--- src/hdl/pfm_defs.svh ---
`ifndef PFM_DEFS_SVH
`define PFM_DEFS_SVH

`define PFM_ADDR_SEL0   32'hE002C000
`define PFM_ADDR_SEL1   32'hE002C004
`define PFM_ADDR_SEL2   32'hE002C014
`define PFM_ADDR_WORD   14:2
`define PFM_RESET_SEL   32'h00000000
`define PFM_NPINS       5
`define PFM_FIELD_W     2
`define PFM_FN_GPIO     2'h0
`define PFM_FN_ALT1     2'h1
`define PFM_FN_ALT2     2'h2
`define PFM_FN_ALT3     2'h3
`define PFM_DIR_OUT     1'h1
`define PFM_DIR_IN      1'h0

`endif

--- src/hdl/pfm_pkg.sv ---
package pfm_pkg;
	typedef enum logic [2:0] {
		PFM_IDLE   = 3'h1,
		PFM_ACCESS = 3'h2,
		PFM_DONE   = 3'h4
	} pfm_state_t;
	typedef logic [1:0] pfm_func_t;
endpackage

--- src/hdl/pfm_pin_cell.sv ---
`timescale 1ns/1ps
`include "pfm_defs.svh"

module pfm_pin_cell #(
	parameter logic [3:0] alt_is_out = 4'h0,
	parameter logic [3:0] alt_valid  = 4'h0
) (
	input  wire logic             pclk,
	input  wire logic             presetn,
	input  wire logic             clk_en,
	input  wire pfm_pkg::pfm_func_t sel,
	input  wire logic             gpio_out,
	input  wire logic             gpio_dir,
	input  wire logic [3:1]       alt_out,
	input  wire logic             pin_in,
	output logic                  pin_out,
	output logic                  pin_oe,
	output logic                  gpio_in,
	output logic [3:1]            alt_in
);
	// Reserved codes leave the pad undriven and give the peripheral a 0
	always_ff @(posedge pclk or negedge presetn) begin
		if (!presetn) begin
			pin_out <= 1'b0;
			pin_oe  <= `PFM_DIR_IN;
			gpio_in <= 1'b0;
			alt_in  <= 3'h0;
		end else if (clk_en) begin
			gpio_in <= pin_in;
			if (sel == `PFM_FN_GPIO) begin
				pin_out <= gpio_out;
				pin_oe  <= gpio_dir; // RULE3
			end else begin
				pin_out <= alt_out[sel];
				pin_oe  <= alt_is_out[sel] & alt_valid[sel]; // RULE3
			end
			for (int i = 1; i < 4; i++) begin
				alt_in[i] <= (sel == i[1:0]) && alt_valid[i] && !alt_is_out[i] ? pin_in : 1'b0; // RULE6
			end
		end
	end
endmodule // pfm_pin_cell

--- src/hdl/pfm_mux.sv ---
//
// Function
// (RULE1) Each pin connects to GPIO or one peripheral signal by register field
// (RULE2) Three read/write select registers at C000, C004, C014
// (RULE3) GPIO direction used only for GPIO; other functions set direction
// (RULE4) Software must not write reserved field encodings
// (RULE5) Software routes a peripheral before enabling it or its interrupt
// (RULE6) Unrouted enabled peripherals give undefined, not relied-on activity
// (RULE7) Bits 1:0 pin zero, bits 3:2 pin one encodings, reset zero
// (RULE8) Bits 5:4 pin two: GPIO, I2C clock, capture 0, reserved
// (RULE9) Bits 7:6 pin three: GPIO, I2C data, match 0, interrupt 1
// (RULE10) Bits 9:8 pin four: GPIO, SPI clock, capture 1, reserved
// (RULE11) Writes change routing next cycle; reads return last written value
`timescale 1ns/1ps
`include "pfm_defs.svh"

module pfm_mux (
	input  wire logic        pclk,
	input  wire logic        presetn,
	input  wire logic        clk_en,
	input  wire logic        psel,
	input  wire logic        penable,
	input  wire logic        pwrite,
	input  wire logic [31:0] paddr,
	input  wire logic [31:0] pwdata,
	output logic             pready,
	output logic             pslverr,
	output logic [31:0]      prdata,
	input  wire logic [4:0]  pin_in,
	output logic [4:0]       pin_out,
	output logic [4:0]       pin_oe,
	input  wire logic [4:0]  gpio_out,
	input  wire logic [4:0]  port_direction_control,
	output logic [4:0]       gpio_in,
	input  wire logic        serial_port0_transmit,
	output logic             serial_port0_receive,
	input  wire logic        pwm_output_1,
	input  wire logic        pwm_output_3,
	output logic             external_interrupt_0,
	output logic             external_interrupt_1,
	input  wire logic        i2c_scl_out_low,
	output logic             i2c_scl_in,
	input  wire logic        i2c_sda_out_low,
	output logic             i2c_sda_in,
	input  wire logic        spi0_sck_out,
	input  wire logic        spi0_sck_oe,
	output logic             spi0_sck_in,
	output logic             timer0_capture_0,
	input  wire logic        timer0_match_0,
	output logic             timer0_capture_1
);
	logic [31:0]          pin_function_select_0;
	logic [31:0]          pin_function_select_1;
	logic [31:0]          pin_function_select_2;
	pfm_pkg::pfm_state_t  state;
	logic [3:1]           alt_out [`PFM_NPINS];
	logic [3:1]           alt_in [`PFM_NPINS];
	logic [4:0]           cell_oe;

	function automatic logic [1:0] pfm_decode(input logic [31:0] addr);
		if (addr == `PFM_ADDR_SEL0) begin
			pfm_decode = 2'h1;
		end else if (addr == `PFM_ADDR_SEL1) begin
			pfm_decode = 2'h2;
		end else if (addr == `PFM_ADDR_SEL2) begin
			pfm_decode = 2'h3;
		end else begin
			pfm_decode = 2'h0;
		end
	endfunction

	// APB slave: one wait-free access phase, pready pulses in the access cycle
	always_ff @(posedge pclk or negedge presetn) begin
		if (!presetn) begin
			state   <= pfm_pkg::PFM_IDLE;
			pready  <= 1'b0;
			pslverr <= 1'b0;
			prdata  <= 32'h00000000;
		end else if (clk_en) begin
			case (state)
				// DONE takes a setup too, so a back-to-back transfer is not lost
				pfm_pkg::PFM_IDLE, pfm_pkg::PFM_DONE: begin
					pready  <= 1'b0;
					pslverr <= 1'b0;
					if (psel && !penable) begin
						state   <= pfm_pkg::PFM_ACCESS;
						pready  <= 1'b1;
						pslverr <= (pfm_decode(paddr) == 2'h0);
						if (pfm_decode(paddr) == 2'h1) begin
							prdata <= pin_function_select_0; // RULE11
						end else if (pfm_decode(paddr) == 2'h2) begin
							prdata <= pin_function_select_1;
						end else if (pfm_decode(paddr) == 2'h3) begin
							prdata <= pin_function_select_2;
						end else begin
							prdata <= 32'h00000000;
						end
					end
				end
				pfm_pkg::PFM_ACCESS: begin
					state   <= pfm_pkg::PFM_DONE;
					pready  <= 1'b0;
					pslverr <= 1'b0;
				end
				default: begin
					state <= pfm_pkg::PFM_IDLE;
				end
			endcase
		end
	end

	// Writes land at the access edge sampled with pready high
	always_ff @(posedge pclk or negedge presetn) begin
		if (!presetn) begin
			pin_function_select_0 <= `PFM_RESET_SEL; // RULE7
			pin_function_select_1 <= `PFM_RESET_SEL;
			pin_function_select_2 <= `PFM_RESET_SEL;
		end else if (clk_en && psel && penable && pready && pwrite) begin
			if (pfm_decode(paddr) == 2'h1) begin
				pin_function_select_0 <= pwdata; // RULE2
			end else if (pfm_decode(paddr) == 2'h2) begin
				pin_function_select_1 <= pwdata; // RULE2
			end else if (pfm_decode(paddr) == 2'h3) begin
				pin_function_select_2 <= pwdata; // RULE2
			end
		end
	end

	// Alternate outputs per pin, index = field code; I2C is open drain
	always_comb begin
		alt_out[0] = {1'b0, pwm_output_1, serial_port0_transmit}; // RULE7
		alt_out[1] = {1'b0, pwm_output_3, 1'b0}; // RULE7
		alt_out[2] = {1'b0, 1'b0, 1'b0}; // RULE8
		alt_out[3] = {1'b0, timer0_match_0, 1'b0}; // RULE9
		alt_out[4] = {1'b0, 1'b0, spi0_sck_out}; // RULE10
	end

	// Open-drain and clock alternates count as inputs; their enables come from the peripheral
	localparam logic [3:0] ALT_OUT_MASK [`PFM_NPINS] = '{4'h6, 4'h4, 4'h0, 4'h4, 4'h0};
	localparam logic [3:0] ALT_VLD_MASK [`PFM_NPINS] = '{4'h6, 4'hE, 4'h6, 4'hE, 4'h6};

	genvar g;
	generate
		for (g = 0; g < `PFM_NPINS; g++) begin : g_pin
			pfm_pin_cell #(
				.alt_is_out (ALT_OUT_MASK[g]),
				.alt_valid  (ALT_VLD_MASK[g])
			) u_cell (
				.pclk     (pclk),
				.presetn  (presetn),
				.clk_en   (clk_en),
				.sel      (pin_function_select_0[g*`PFM_FIELD_W +: `PFM_FIELD_W]), // RULE1
				.gpio_out (gpio_out[g]),
				.gpio_dir (port_direction_control[g]),
				.alt_out  (alt_out[g]),
				.pin_in   (pin_in[g]),
				.pin_out  (pin_out[g]),
				.pin_oe   (cell_oe[g]),
				.gpio_in  (gpio_in[g]),
				.alt_in   (alt_in[g])
			);
		end
	endgenerate

	// Bidirectional alternates (I2C open drain, SPI clock) need their own enable
	always_ff @(posedge pclk or negedge presetn) begin
		if (!presetn) begin
			pin_oe <= 5'h00;
		end else if (clk_en) begin
			pin_oe <= 5'h00;
			for (int i = 0; i < `PFM_NPINS; i++) begin
				if (pin_function_select_0[i*2 +: 2] == `PFM_FN_GPIO) begin
					pin_oe[i] <= port_direction_control[i]; // RULE3
				end else if (pin_function_select_0[i*2 +: 2] == `PFM_FN_ALT1 && i == 2) begin
					pin_oe[i] <= i2c_scl_out_low; // RULE8
				end else if (pin_function_select_0[i*2 +: 2] == `PFM_FN_ALT1 && i == 3) begin
					pin_oe[i] <= i2c_sda_out_low; // RULE9
				end else if (pin_function_select_0[i*2 +: 2] == `PFM_FN_ALT1 && i == 4) begin
					pin_oe[i] <= spi0_sck_oe; // RULE10
				end else begin
					pin_oe[i] <= cell_oe[i]; // RULE3
				end
			end
		end
	end

	// Unrouted peripheral inputs see 0; their activity is not defined
	always_ff @(posedge pclk or negedge presetn) begin
		if (!presetn) begin
			serial_port0_receive <= 1'b0;
			external_interrupt_0 <= 1'b0;
			external_interrupt_1 <= 1'b0;
			i2c_scl_in           <= 1'b0;
			i2c_sda_in           <= 1'b0;
			spi0_sck_in          <= 1'b0;
			timer0_capture_0     <= 1'b0;
			timer0_capture_1     <= 1'b0;
		end else if (clk_en) begin
			serial_port0_receive <= alt_in[1][1]; // RULE7
			external_interrupt_0 <= alt_in[1][3]; // RULE7
			i2c_scl_in           <= alt_in[2][1]; // RULE8
			timer0_capture_0     <= alt_in[2][2]; // RULE8
			i2c_sda_in           <= alt_in[3][1]; // RULE9
			external_interrupt_1 <= alt_in[3][3]; // RULE9
			spi0_sck_in          <= alt_in[4][1]; // RULE10
			timer0_capture_1     <= alt_in[4][2]; // RULE10
		end
	end
endmodule // pfm_mux

--- config.mk ---
export PLATFORM = sky130hd
export DESIGN_NAME = pfm_mux
export DESIGN_NICKNAME = d
export VERILOG_FILES = /design/src/hdl/pfm_pkg.sv /design/src/hdl/pfm_pin_cell.sv /design/src/hdl/pfm_mux.sv
export VERILOG_INCLUDE_DIRS = /design/src /design/src/hdl
export SDC_FILE = /design/constraint.sdc
export NUM_CORES = 1
export LEC_CHECK = 0
export BUFFER_PORTS_ARGS = -buffer_cell sky130_fd_sc_hd__buf_2
export CORE_ASPECT_RATIO = 0.75
export CORE_MARGIN = 1
export CORE_UTILIZATION = 60
export DETAILED_ROUTE_END_ITERATION = 8
export PLACE_DENSITY = 0.89
export SLEW_MARGIN = 10
export SYNTH_ARGS = -nofsm -noshare
export SYNTH_HDL_FRONTEND = slang
export SYNTH_SLANG_ARGS = --single-unit
--- constraint.sdc ---
create_clock -name pclk -period 2.8 [get_ports pclk]
set_input_delay 0.42 -clock pclk [delete_from_list [all_inputs] [get_ports pclk]]
set_output_delay 0.42 -clock pclk [all_outputs]
set_load 0.1 [all_outputs]
; After elaboration in Yosys (flattened, before gate mapping)
; Cells that the tools add are included.
[classes]
order_cmp = 5
n_eq_ne = 21
n_mux = 84
bitwise = 6
n_reduce_logical = 20
[op_table]
columns = cell, n
row1 = "32-bit equality test, second input constant", 3
row2 = 32-bit two-way mux, 3
row3 = 1-bit two-way mux, 42
row4 = 2-bit two-way mux, 21
row5 = 1-bit binary-select mux with 2-bit select, 14
row6 = "2-bit equality test, second input constant", 8
row7 = "2-bit by 3-bit less-than comparator with 1-bit output, second input constant", 5
row8 = "2-bit by 1-bit equality test with 1-bit output, second input constant", 6
row9 = 2-bit logical NOT, 6
row10 = 3-bit one-hot mux with 2 select lines, 1
row11 = 2-bit AND reduction, 3
row12 = 3-bit AND reduction, 2
row13 = 1-bit logical AND, 5
row14 = 1-bit AND, 4
row15 = 1-bit one-hot mux with 2 select lines, 2
row16 = 4-bit AND reduction, 1
row17 = "3-bit by 1-bit equality test with 1-bit output, second input constant", 1
row18 = "3-bit by 2-bit equality test with 1-bit output, second input constant", 1
row19 = "3-bit equality test, second input constant", 1
row20 = 3-bit two-way mux, 1
row21 = "2-bit != test, second input constant", 1
row22 = 1-bit NOT, 2
row23 = 2-bit nonzero test, 1
row24 = 2-bit OR reduction, 1
row25 = 1-bit logical NOT, 1
[totals]
reg_bits = 169
wordCells = 171

; Depth between registers and ports, before layout
; Gate-level depths: netlist of run 1.
[logic_depth]
word_depth = 22
depth_mapped = 9
mapped_depth_nobuf = 7

; Modules after synthesis
; Synthesis of run 1 repeated with hierarchy kept, for this count alone.
[unflattened]
cells_unflattened = 630
area_unflattened_um2 = 7961.4
[by_module_without_submodules]
columns = mod, n_inst, cells_each, area_per_inst_um2, seq_area_each_um2
row1 = pfm_mux, 1, 515, 6729.0, 3654.8
row2 = pfm_pin_cell at g_pin[2].u_cell ..., 2, 24, 262.8, 125.1
row3 = pfm_pin_cell at g_pin[1].u_cell ..., 2, 23, 255.2, 125.1
row4 = pfm_pin_cell at g_pin[0].u_cell, 1, 21, 196.4, 75.1

; Worst setup path before layout of run 1
; No wires, ideal clock.
[synth_path]
path_kind = input to register
start = input paddr[27]
end = register prdata[6]
setup_ns = 0.125
arrival_ns = 2.323
required_ns = 2.675
path_slack_ns = 0.351
path_stages = 9
path_buffers = 2
path_cell_list = nor4b_1 nand4_1 or3_1 ha_1 clkbuf_1 clkbuf_1 a21oi_1 a22oi_1 mux2_4
[synth_via]
elab_chain_cells = 13
word_cells_on_any_way = 24
classes_between = 6 x eq/ne / 18 x mux
[synth_lines]
columns = element, line_no
row1 = from (decl), pfm_mux.sv:24  ; input wire logic [31:0] paddr,
row2 = 32-bit equality test (no line), -
row3 = 2-bit two-way mux, pfm_mux.sv:65  ; end else if (addr == `PFM_ADDR_SEL2) begin
row4 = 2-bit two-way mux, pfm_mux.sv:63  ; end else if (addr == `PFM_ADDR_SEL1) begin
row5 = 2-bit two-way mux (*), -
row6 = 2-bit two-way mux, pfm_mux.sv:91  ; end else if (pfm_decode(paddr) == 2'h2) begin
row7 = 2-bit two-way mux, pfm_mux.sv:89  ; if (pfm_decode(paddr) == 2'h1) begin
row8 = 2-bit two-way mux, pfm_mux.sv:85  ; if (psel && !penable) begin
row9 = 2-bit two-way mux, pfm_mux.sv:80  ; case (state)
row10 = 2-bit two-way mux, pfm_mux.sv:79  ; end else if (clk_en) begin
row11 = 2-bit equality test, pfm_mux.sv:93  ; end else if (pfm_decode(paddr) == 2'h3) begin
row12 = 32-bit two-way mux, pfm_mux.sv:93
row13 = 32-bit two-way mux, pfm_mux.sv:91
row14 = 32-bit two-way mux (*), pfm_mux.sv:89
row15 = to (signal assigned), pfm_mux.sv:90  ; prdata <= pin_function_select_0;
row16 = to (signal assigned), pfm_mux.sv:92  ; prdata <= pin_function_select_1;
row17 = to (signal assigned), pfm_mux.sv:94  ; prdata <= pin_function_select_2;
row18 = to (decl), pfm_mux.sv:28  ; output logic [31:0] prdata,
; Mark *: on every way between the ends. The rest lies on a longest branch, timed or not. The select of a mux whose other input is x is not followed.
; A chain may end at the register's enable or synchronous reset.

; Worst setup path after layout of run 1
[layout_path]
start = input paddr[23]
end = register prdata[21]
; Same word-level chain as after synthesis.

==> run summary, run 1 <==
Total Die Area: 13500 sq um
cell count after synthesis: 610
crit path DAT: 2.67 ns
area inside the core boundary: 12500 sq um
Most used DFF post-synth: sky130_fd_sc_hd__dfrtp_1
detailed placer's ending HPWL: 11300 um
Setup WS pre-CTS: 0.0624 ns
Setup Total Neg Slack: 0 ns
Vert. Die Dim: 101 um
count of H-tree levels built during CTS: 4
HP Class: input pin to flip-flop
sequential area share after synthesis: 54.3%
via count: 5389
met1 layer usage reported by global route: 33.8%
flop-to-flop setup slack: 0.68 ns
crit path from: paddr[23]
number of global-route vias before repair: 5699
# port buffers: 149
number of non-filler instances in the completed layout: 921
outcome: completed
CTS Root Cell: sky130_fd_sc_hd__clkbuf_16
Avg Synthesized Cell Area: 12.8 sq um
type of the worst setup path: input pin to flip-flop
Die W: 134 um
RSZ-0062 raised after global routing: no
first-pass GRT wire length: 28200 um
global-route layer with the greatest usage: met2
Post-Route Utilization: 75.0%
weighted congestion reported at the end of routability-driven placement: 0.820
Yosys warning count: 0
final max-slew violation count: 0
effective utilization at floorplan: 62.5%
Antenna Violating Nets Remaining: 0
number of buffers created by CTS: 17
via-per-instance ratio: 5.85
number of different library cells in the post-synthesis netlist: 45
Total Routing Usage GR: 27.3%
Finish-stage setup viols: 0
reported max-cap violation count: 0
transition time of the tightest slew-check pin: 0.580 ns
finished layout cell area: 9360 sq um
final-layout worst hold slack: 0.243 ns
FILL cells: 794
cell area after synthesis: 7800 sq um
fraction of layout cells with a size suffix above 1: 41.4%
worst skew pair latency: 0.42 ns
kind of start point of the critical path: input pin
register bit count reported by yosys: 169
maximum number of pins on one net before global-route repair: 65
number of search-and-repair iterations in the first detailed-routing pass: 5
endpoint of the worst setup timing path: prdata[21]
launch point of the worst reg-to-reg path: state[0]
DR DRC count: 0
Pleak: 4.90 nW
worst-case clock skew: 0.00862 ns
GRT overflow: 0
GR met2 Demand/Resource: 47.4%
cells resized by post-CTS repair: 0
Crit. End Element: flip-flop
reg2reg end: prdata[26]
most common library cell in the layout ignoring fill and taps: sky130_fd_sc_hd__dfrtp_1
Async S/R FF share, synth: 100%
number of design-rule violations left by the first detailed-router iteration: 309
Top Ports: 150
total design power: 5.49 mW
Hold Fails Final Rpt: 0
post-CTS setup repair buffer count: 0
count of standard-cell rows: 35
clock tree from TritonCTS: yes
number of cells traversed by the worst register-to-register path: 4
number of nets produced by synthesis: 709
signed area change from the synthesized netlist to the final layout: 20.0%
Pwr Density: 587 nW/um^2
Min Clock Period, post-route: 2.38 ns
number of antenna violations at the first check in global routing: 1
cell count after placement: 889
headroom to the max-slew limit: 61.4%
clock sink count: 169
post-detailed-routing wire length: 17500 um
cell area after placement: 8730 sq um
Worst EP required: 3.10 ns
fin nets: 842
hold_buf cts: 1
worst setup margin: 0.424 ns
share of the cycle needed by the critical path after routing: 84.9%
per-cell routed wire length: 19.0 um
met3 layer usage reported by global route: 6.03%
CP max FO: 21
highest-count cells in the layout ignoring fill and taps: sky130_fd_sc_hd__dfrtp_1, sky130_fd_sc_hd__buf_2, sky130_fd_sc_hd__mux2_2
number of enable-type register cells in the synthesized netlist: 0
clock buffer depth: 2
max frequency: 0.421 GHz
clock transition at the register clock pins on the worst setup and hold paths after CTS: 0.06 ns
maximum vdd drop: 0.470 mV
[power breakdown]
group	leakage (nW)	switching (mW)	internal, mW
sequential	2.31	0.0324	2.49
clock	0.299	0.901	1.56
combinational	2.29	0.379	0.138
total	4.90	1.31	4.18
[layout make-up]
cell class | instances | area [sq um] | share of cell area [%]
flip-flops and latches | 169 | 4230 | 45.2
multi-input cells | 372 | 3250 | 34.8
repair buffers | 163 | 972 | 10.4
clock buffers | 23 | 478 | 5.11
well taps | 166 | 208 | 2.22
clock inverters | 7 | 141 | 1.51
inverters | 20 | 75.1 | 0.802
diodes | 1 | 2.50 | 0.0267
[kinds of logic (layout without fill, tap and decap cells)]
| logic type | after synthesis | in the layout | synth area share (%) |
|---|---|---|---|
| DFF | 169 | 169 | 54.3 |
| adders and majority gates | 6 | 6 | 0.963 |
| buffers and inverters | 69 | 213 | 4.25 |
| xor gates and xnor gates | 2 | 2 | 0.225 |
| muxes | 158 | 158 | 24.0 |
| AOI/OAI and AO/OA | 95 | 95 | 6.71 |
| other | 0 | 1 | 0 |
| and+or+nand+nor | 111 | 111 | 9.63 |
[metal layers]
metal	vias to the layer above	share of wire [%]	routed length, um
met5	-	0.057	10
met1	2775	43	7520
met4	2	1.7	298
li1	2415	-	-
met3	29	5.1	894
met2	168	50	8820
[worst min-delay path by stage]
stage,from,end,slack (ns),cells after the start
floorplan,presetn,external_interrupt_0,0.12,0
global placement,presetn,prdata[17],0.43,1
detailed placement,presetn,prdata[17],0.44,1
CTS,pwdata[20],pin_function_select_2[20],0.24,2
global route,pin_in[0],g_pin[0].u_cell.gpio_in,0.23,2
finish,pwdata[20],pin_function_select_2[20],0.24,2
[cells in the mapped netlist (all sizes together) (2+ instances only)]
master | count | area, sq um
dfrtp | 168 | 4200
mux2 | 149 | 1780
a21oi | 64 | 320
nand3b | 32 | 240
nor2b | 32 | 200
buf | 25 | 166
clkbuf | 24 | 90.1
inv | 20 | 75.1
o21ai | 16 | 80.1
nor2 | 11 | 41.3
mux2i | 9 | 90.1
nand4b | 7 | 67.6
ha | 6 | 75.1
nand2 | 5 | 18.8
nand4 | 5 | 46.3
a22oi | 3 | 22.5
and4 | 3 | 26.3
nand3 | 3 | 15.0
nor4 | 3 | 18.8
o32ai | 3 | 26.3
nor3 | 2 | 10.0
nor4b | 2 | 17.5
nor4bb | 2 | 20.0
xor2 | 2 | 17.5
[critical path, cell delays in order]
cell and delay (ns):
sky130_fd_sc_hd__buf_2 0.09, sky130_fd_sc_hd__nor4b_1 0.37, sky130_fd_sc_hd__nand4_1 0.18, sky130_fd_sc_hd__or3_1 0.44
sky130_fd_sc_hd__ha_2 0.35, sky130_fd_sc_hd__buf_12 0.22, sky130_fd_sc_hd__a21oi_1 0.19, sky130_fd_sc_hd__a21oi_1 0.13
sky130_fd_sc_hd__mux2_4 0.27
[registers in the layout, indices dropped and copies added, names as in the netlist, 3 cells and up]
signal,count
state,3
g_pin.u_cell.pin_oe,5
pin_function_select_1,32
pin_function_select_2,32
pin_oe,5
g_pin.u_cell.pin_out,5
g_pin.u_cell.alt_in,8
g_pin.u_cell.gpio_in,5
prdata,32
pin_function_select_0,32
No activity file was read; power rests on OpenSTA's default activity.
==> run 2, diff against run 1 <==
CORE_UTILIZATION = 55   (was 60)
PLACE_DENSITY = 0.82   (was 0.89)
clock period = 2.45 ns   (was 2.8 ns; I/O delays follow)
==> run 2 against run 1 <==
  * Sequential power increased by 14%
  * Global-route usage decreased by 2.4 points
  * Sequential share of layout area rose by 0.14 points
  * Clock skew decreased by 0.0024 ns
  * Via count shrank 1.9%
  * Flip-flop and latch count unchanged
  * Clock power is essentially flat
  * First-iteration DRC count up 5.8%
  * Non-clock buffer count is 6 higher
  * Power rose by 7.5%
  * Register-to-register slack worse by 0.19 ns
  * Critical endpoint is now prdata[26]
==> run summary, run 2 (synthesized netlist as in run 1, its figures left out) <==
count of standard-cell rows: 37 (was 35)
Inserted Diodes: 0 (was 1)
clock sink count: 169 (unchanged)
Finish-stage setup viols: 0 (unchanged)
DR DRC count: 0 (unchanged)
highest-count cells in the layout ignoring fill and taps: sky130_fd_sc_hd__dfrtp_1, sky130_fd_sc_hd__buf_2, sky130_fd_sc_hd__mux2_2 (unchanged)
final max-slew violation count: 0 (unchanged)
Top Ports: 150 (unchanged)
crit path DAT: 2.52 ns (was 2.67 ns)
transition time of the tightest slew-check pin: 0.696 ns (was 0.580 ns)
clock buffer depth: 2 (unchanged)
headroom to the max-slew limit: 53.6% (was 61.4%)
HP Class: input pin to flip-flop (unchanged)
Worst EP required: 2.76 ns (was 3.10 ns)
worst-case clock skew: 0.00624 ns (was 0.00862 ns)
flop-to-flop setup slack: 0.49 ns (was 0.68 ns)
Setup WS pre-CTS: -0.217 ns (was 0.0624 ns)
weighted congestion reported at the end of routability-driven placement: 0.752 (was 0.820)
post-detailed-routing wire length: 16900 um (was 17500 um)
signed area change from the synthesized netlist to the final layout: 19.7% (was 20.0%)
Antenna Violating Nets Remaining: 0 (unchanged)
worst hold path stage count: 2 (unchanged)
clock transition at the register clock pins on the worst setup and hold paths after CTS: 0.06 ns (about the same)
worst min-delay path endpoint: g_pin[0].u_cell.gpio_in (was pin_function_select_2[20])
number of cells traversed by the worst register-to-register path: 4 (unchanged)
first-pass GRT wire length: 28000 um (was 28200 um)
Hold Fails Final Rpt: 0 (unchanged)
fraction of layout cells with a size suffix above 1: 41.6% (was 41.4%)
effective utilization at floorplan: 56.5% (was 62.5%)
worst skew pair latency: 0.42 ns (about the same)
most common library cell in the layout ignoring fill and taps: sky130_fd_sc_hd__dfrtp_1 (unchanged)
Vert. Die Dim: 105 um (was 101 um)
clock tree from TritonCTS: yes (unchanged)
number of antenna violations at the first check in global routing: 0 (was 1)
maximum number of pins on one net before global-route repair: 55 (was 65)
reg2reg end: prdata[31] (was prdata[26])
share of the cycle needed by the critical path after routing: 90.5%
fin nets: 848 (was 842)
reported max-cap violation count: 0 (unchanged)
area inside the core boundary: 13800 sq um (was 12500 sq um)
total area of sequential cells: 4230 sq um (unchanged)
GRT overflow: 0 (unchanged)
Die W: 139 um (was 134 um)
CP max FO: 44 (was 21)
launch point of the worst reg-to-reg path: state[0] (unchanged)
Crit. End Element: flip-flop (unchanged)
Setup Total Neg Slack: 0 ns (unchanged)
via-per-instance ratio: 5.65 (was 5.85)
number of global-route vias before repair: 5546 (was 5699)
footprint of the multi-input gates: 3250 sq um (unchanged)
# port buffers: 149 (unchanged)
detailed placer's ending HPWL: 11400 um (was 11300 um)
final-layout worst hold slack: 0.186 ns (was 0.243 ns)
outcome: completed (unchanged)
CTS Root Cell: sky130_fd_sc_hd__clkbuf_16 (unchanged)
kind of start point of the critical path: input pin (unchanged)
via count: 5287 (was 5389)
Total Routing Usage GR: 24.8% (was 27.3%)
number of buffers created by CTS: 17 (unchanged)
maximum vdd drop: 0.433 mV (was 0.470 mV)
Pwr Density: 633 nW/um^2 (was 587 nW/um^2)
cell count after placement: 904 (was 889)
per-cell routed wire length: 18.0 um (was 19.0 um)
count of H-tree levels built during CTS: 4 (unchanged)
type of the worst setup path: input pin to flip-flop (unchanged)
RSZ-0062 raised after global routing: no (unchanged)
FILL cells: 993 (was 794)
total design power: 5.90 mW (was 5.49 mW)
cells resized by post-CTS repair: 0 (unchanged)
number of non-filler instances in the completed layout: 935 (was 921)
worst setup margin: 0.234 ns (was 0.424 ns)
number of search-and-repair iterations in the first detailed-routing pass: 4 (was 5)
number of design-rule violations left by the first detailed-router iteration: 327 (was 309)
launch point of the worst hold path: pin_in[0] (was pwdata[20])
Min Clock Period, post-route: 2.22 ns
Pleak: 4.90 nW (about the same)
max frequency: 0.451 GHz
Total Die Area: 14700 sq um (was 13500 sq um)
[run 2: cell count changes in the layout (fill, tap and decap cells not counted)]
cell | previous run | this run
sky130_fd_sc_hd__clkinvlp_4 | 1 | 0
sky130_fd_sc_hd__bufinv_16 | 4 | 0
sky130_fd_sc_hd__clkinv_2 | 1 | 2
sky130_fd_sc_hd__buf_4 | 4 | 10
sky130_fd_sc_hd__clkbuf_1 | 3 | 5
sky130_fd_sc_hd__clkbuf_8 | 3 | 6
sky130_fd_sc_hd__diode_2 | 1 | 0
sky130_fd_sc_hd__clkinv_4 | 1 | 0
[run 2: what timing repair did]
item / CTS / global route
setup endpoints to repair: 0 / 0
hold buffers: 1 / 0
endpoints found under the hold margin: 45 / 0
buffers inserted: 0 / 0
[run 2: cell type report]
type                    instances  share of cell area, %
clock buffers                  28                   5.64
clock inverters                 2                  0.107
inverters                      20                  0.805
multi-input cells             372                   34.9
flip-flops and latches        169                   45.3
well taps                     175                   2.35
repair buffers                169                   10.9
[run 2: metrics by stage]
step / utilization, % / area [sq um]
2_1_floorplan: - / 7800
3_3_place_gp: 63.7 / 8780
3_5_place_dp: 63.7 / 8780
4_1_cts: 67.6 / 9330
5_1_grt: 67.6 / 9330
6_report: 67.6 / 9330
[run 2: how the worst max path moves through the flow]
stage / from / to / slack, ns / depth (start not counted)
after floorplan: paddr[27] / prdata[6] / 0.05 / 9
after global placement: paddr[9] / prdata[11] / -0.1 / 10
after detailed placement: paddr[9] / prdata[26] / -0.22 / 10
after CTS: paddr[9] / prdata[26] / 0.23 / 10
after global routing: paddr[9] / prdata[17] / 0.003 / 10
final: paddr[9] / prdata[26] / 0.23 / 9
[run 2: where the power goes]
part	switching, mW	internal [mW]
clock network	0.997	1.45
registers	0.0370	2.84
logic	0.428	0.154
[run 2: routing by layer]
layer | wire length (um) | global-route usage (%) | part of all wire, % | vias up
li1 | - | - | - | 2444
met1 | 7410 | 32.5 | 44 | 2669
met2 | 8380 | 40.2 | 50 | 154
met3 | 861 | 6.32 | 5.1 | 20
met4 | 220 | 8.81 | 1.3 | 0
met5 | 0 | 0 | 0 | -
[run 2: critical path, cell delays in order]
cell and delay (ns):
sky130_fd_sc_hd__buf_2 0.09, sky130_fd_sc_hd__nor4bb_1 0.39, sky130_fd_sc_hd__nand4_1 0.18, sky130_fd_sc_hd__or3_1 0.46, sky130_fd_sc_hd__ha_2 0.24, sky130_fd_sc_hd__buf_12 0.17
sky130_fd_sc_hd__a21oi_1 0.23, sky130_fd_sc_hd__a21oi_1 0.11, sky130_fd_sc_hd__mux2_4 0.27
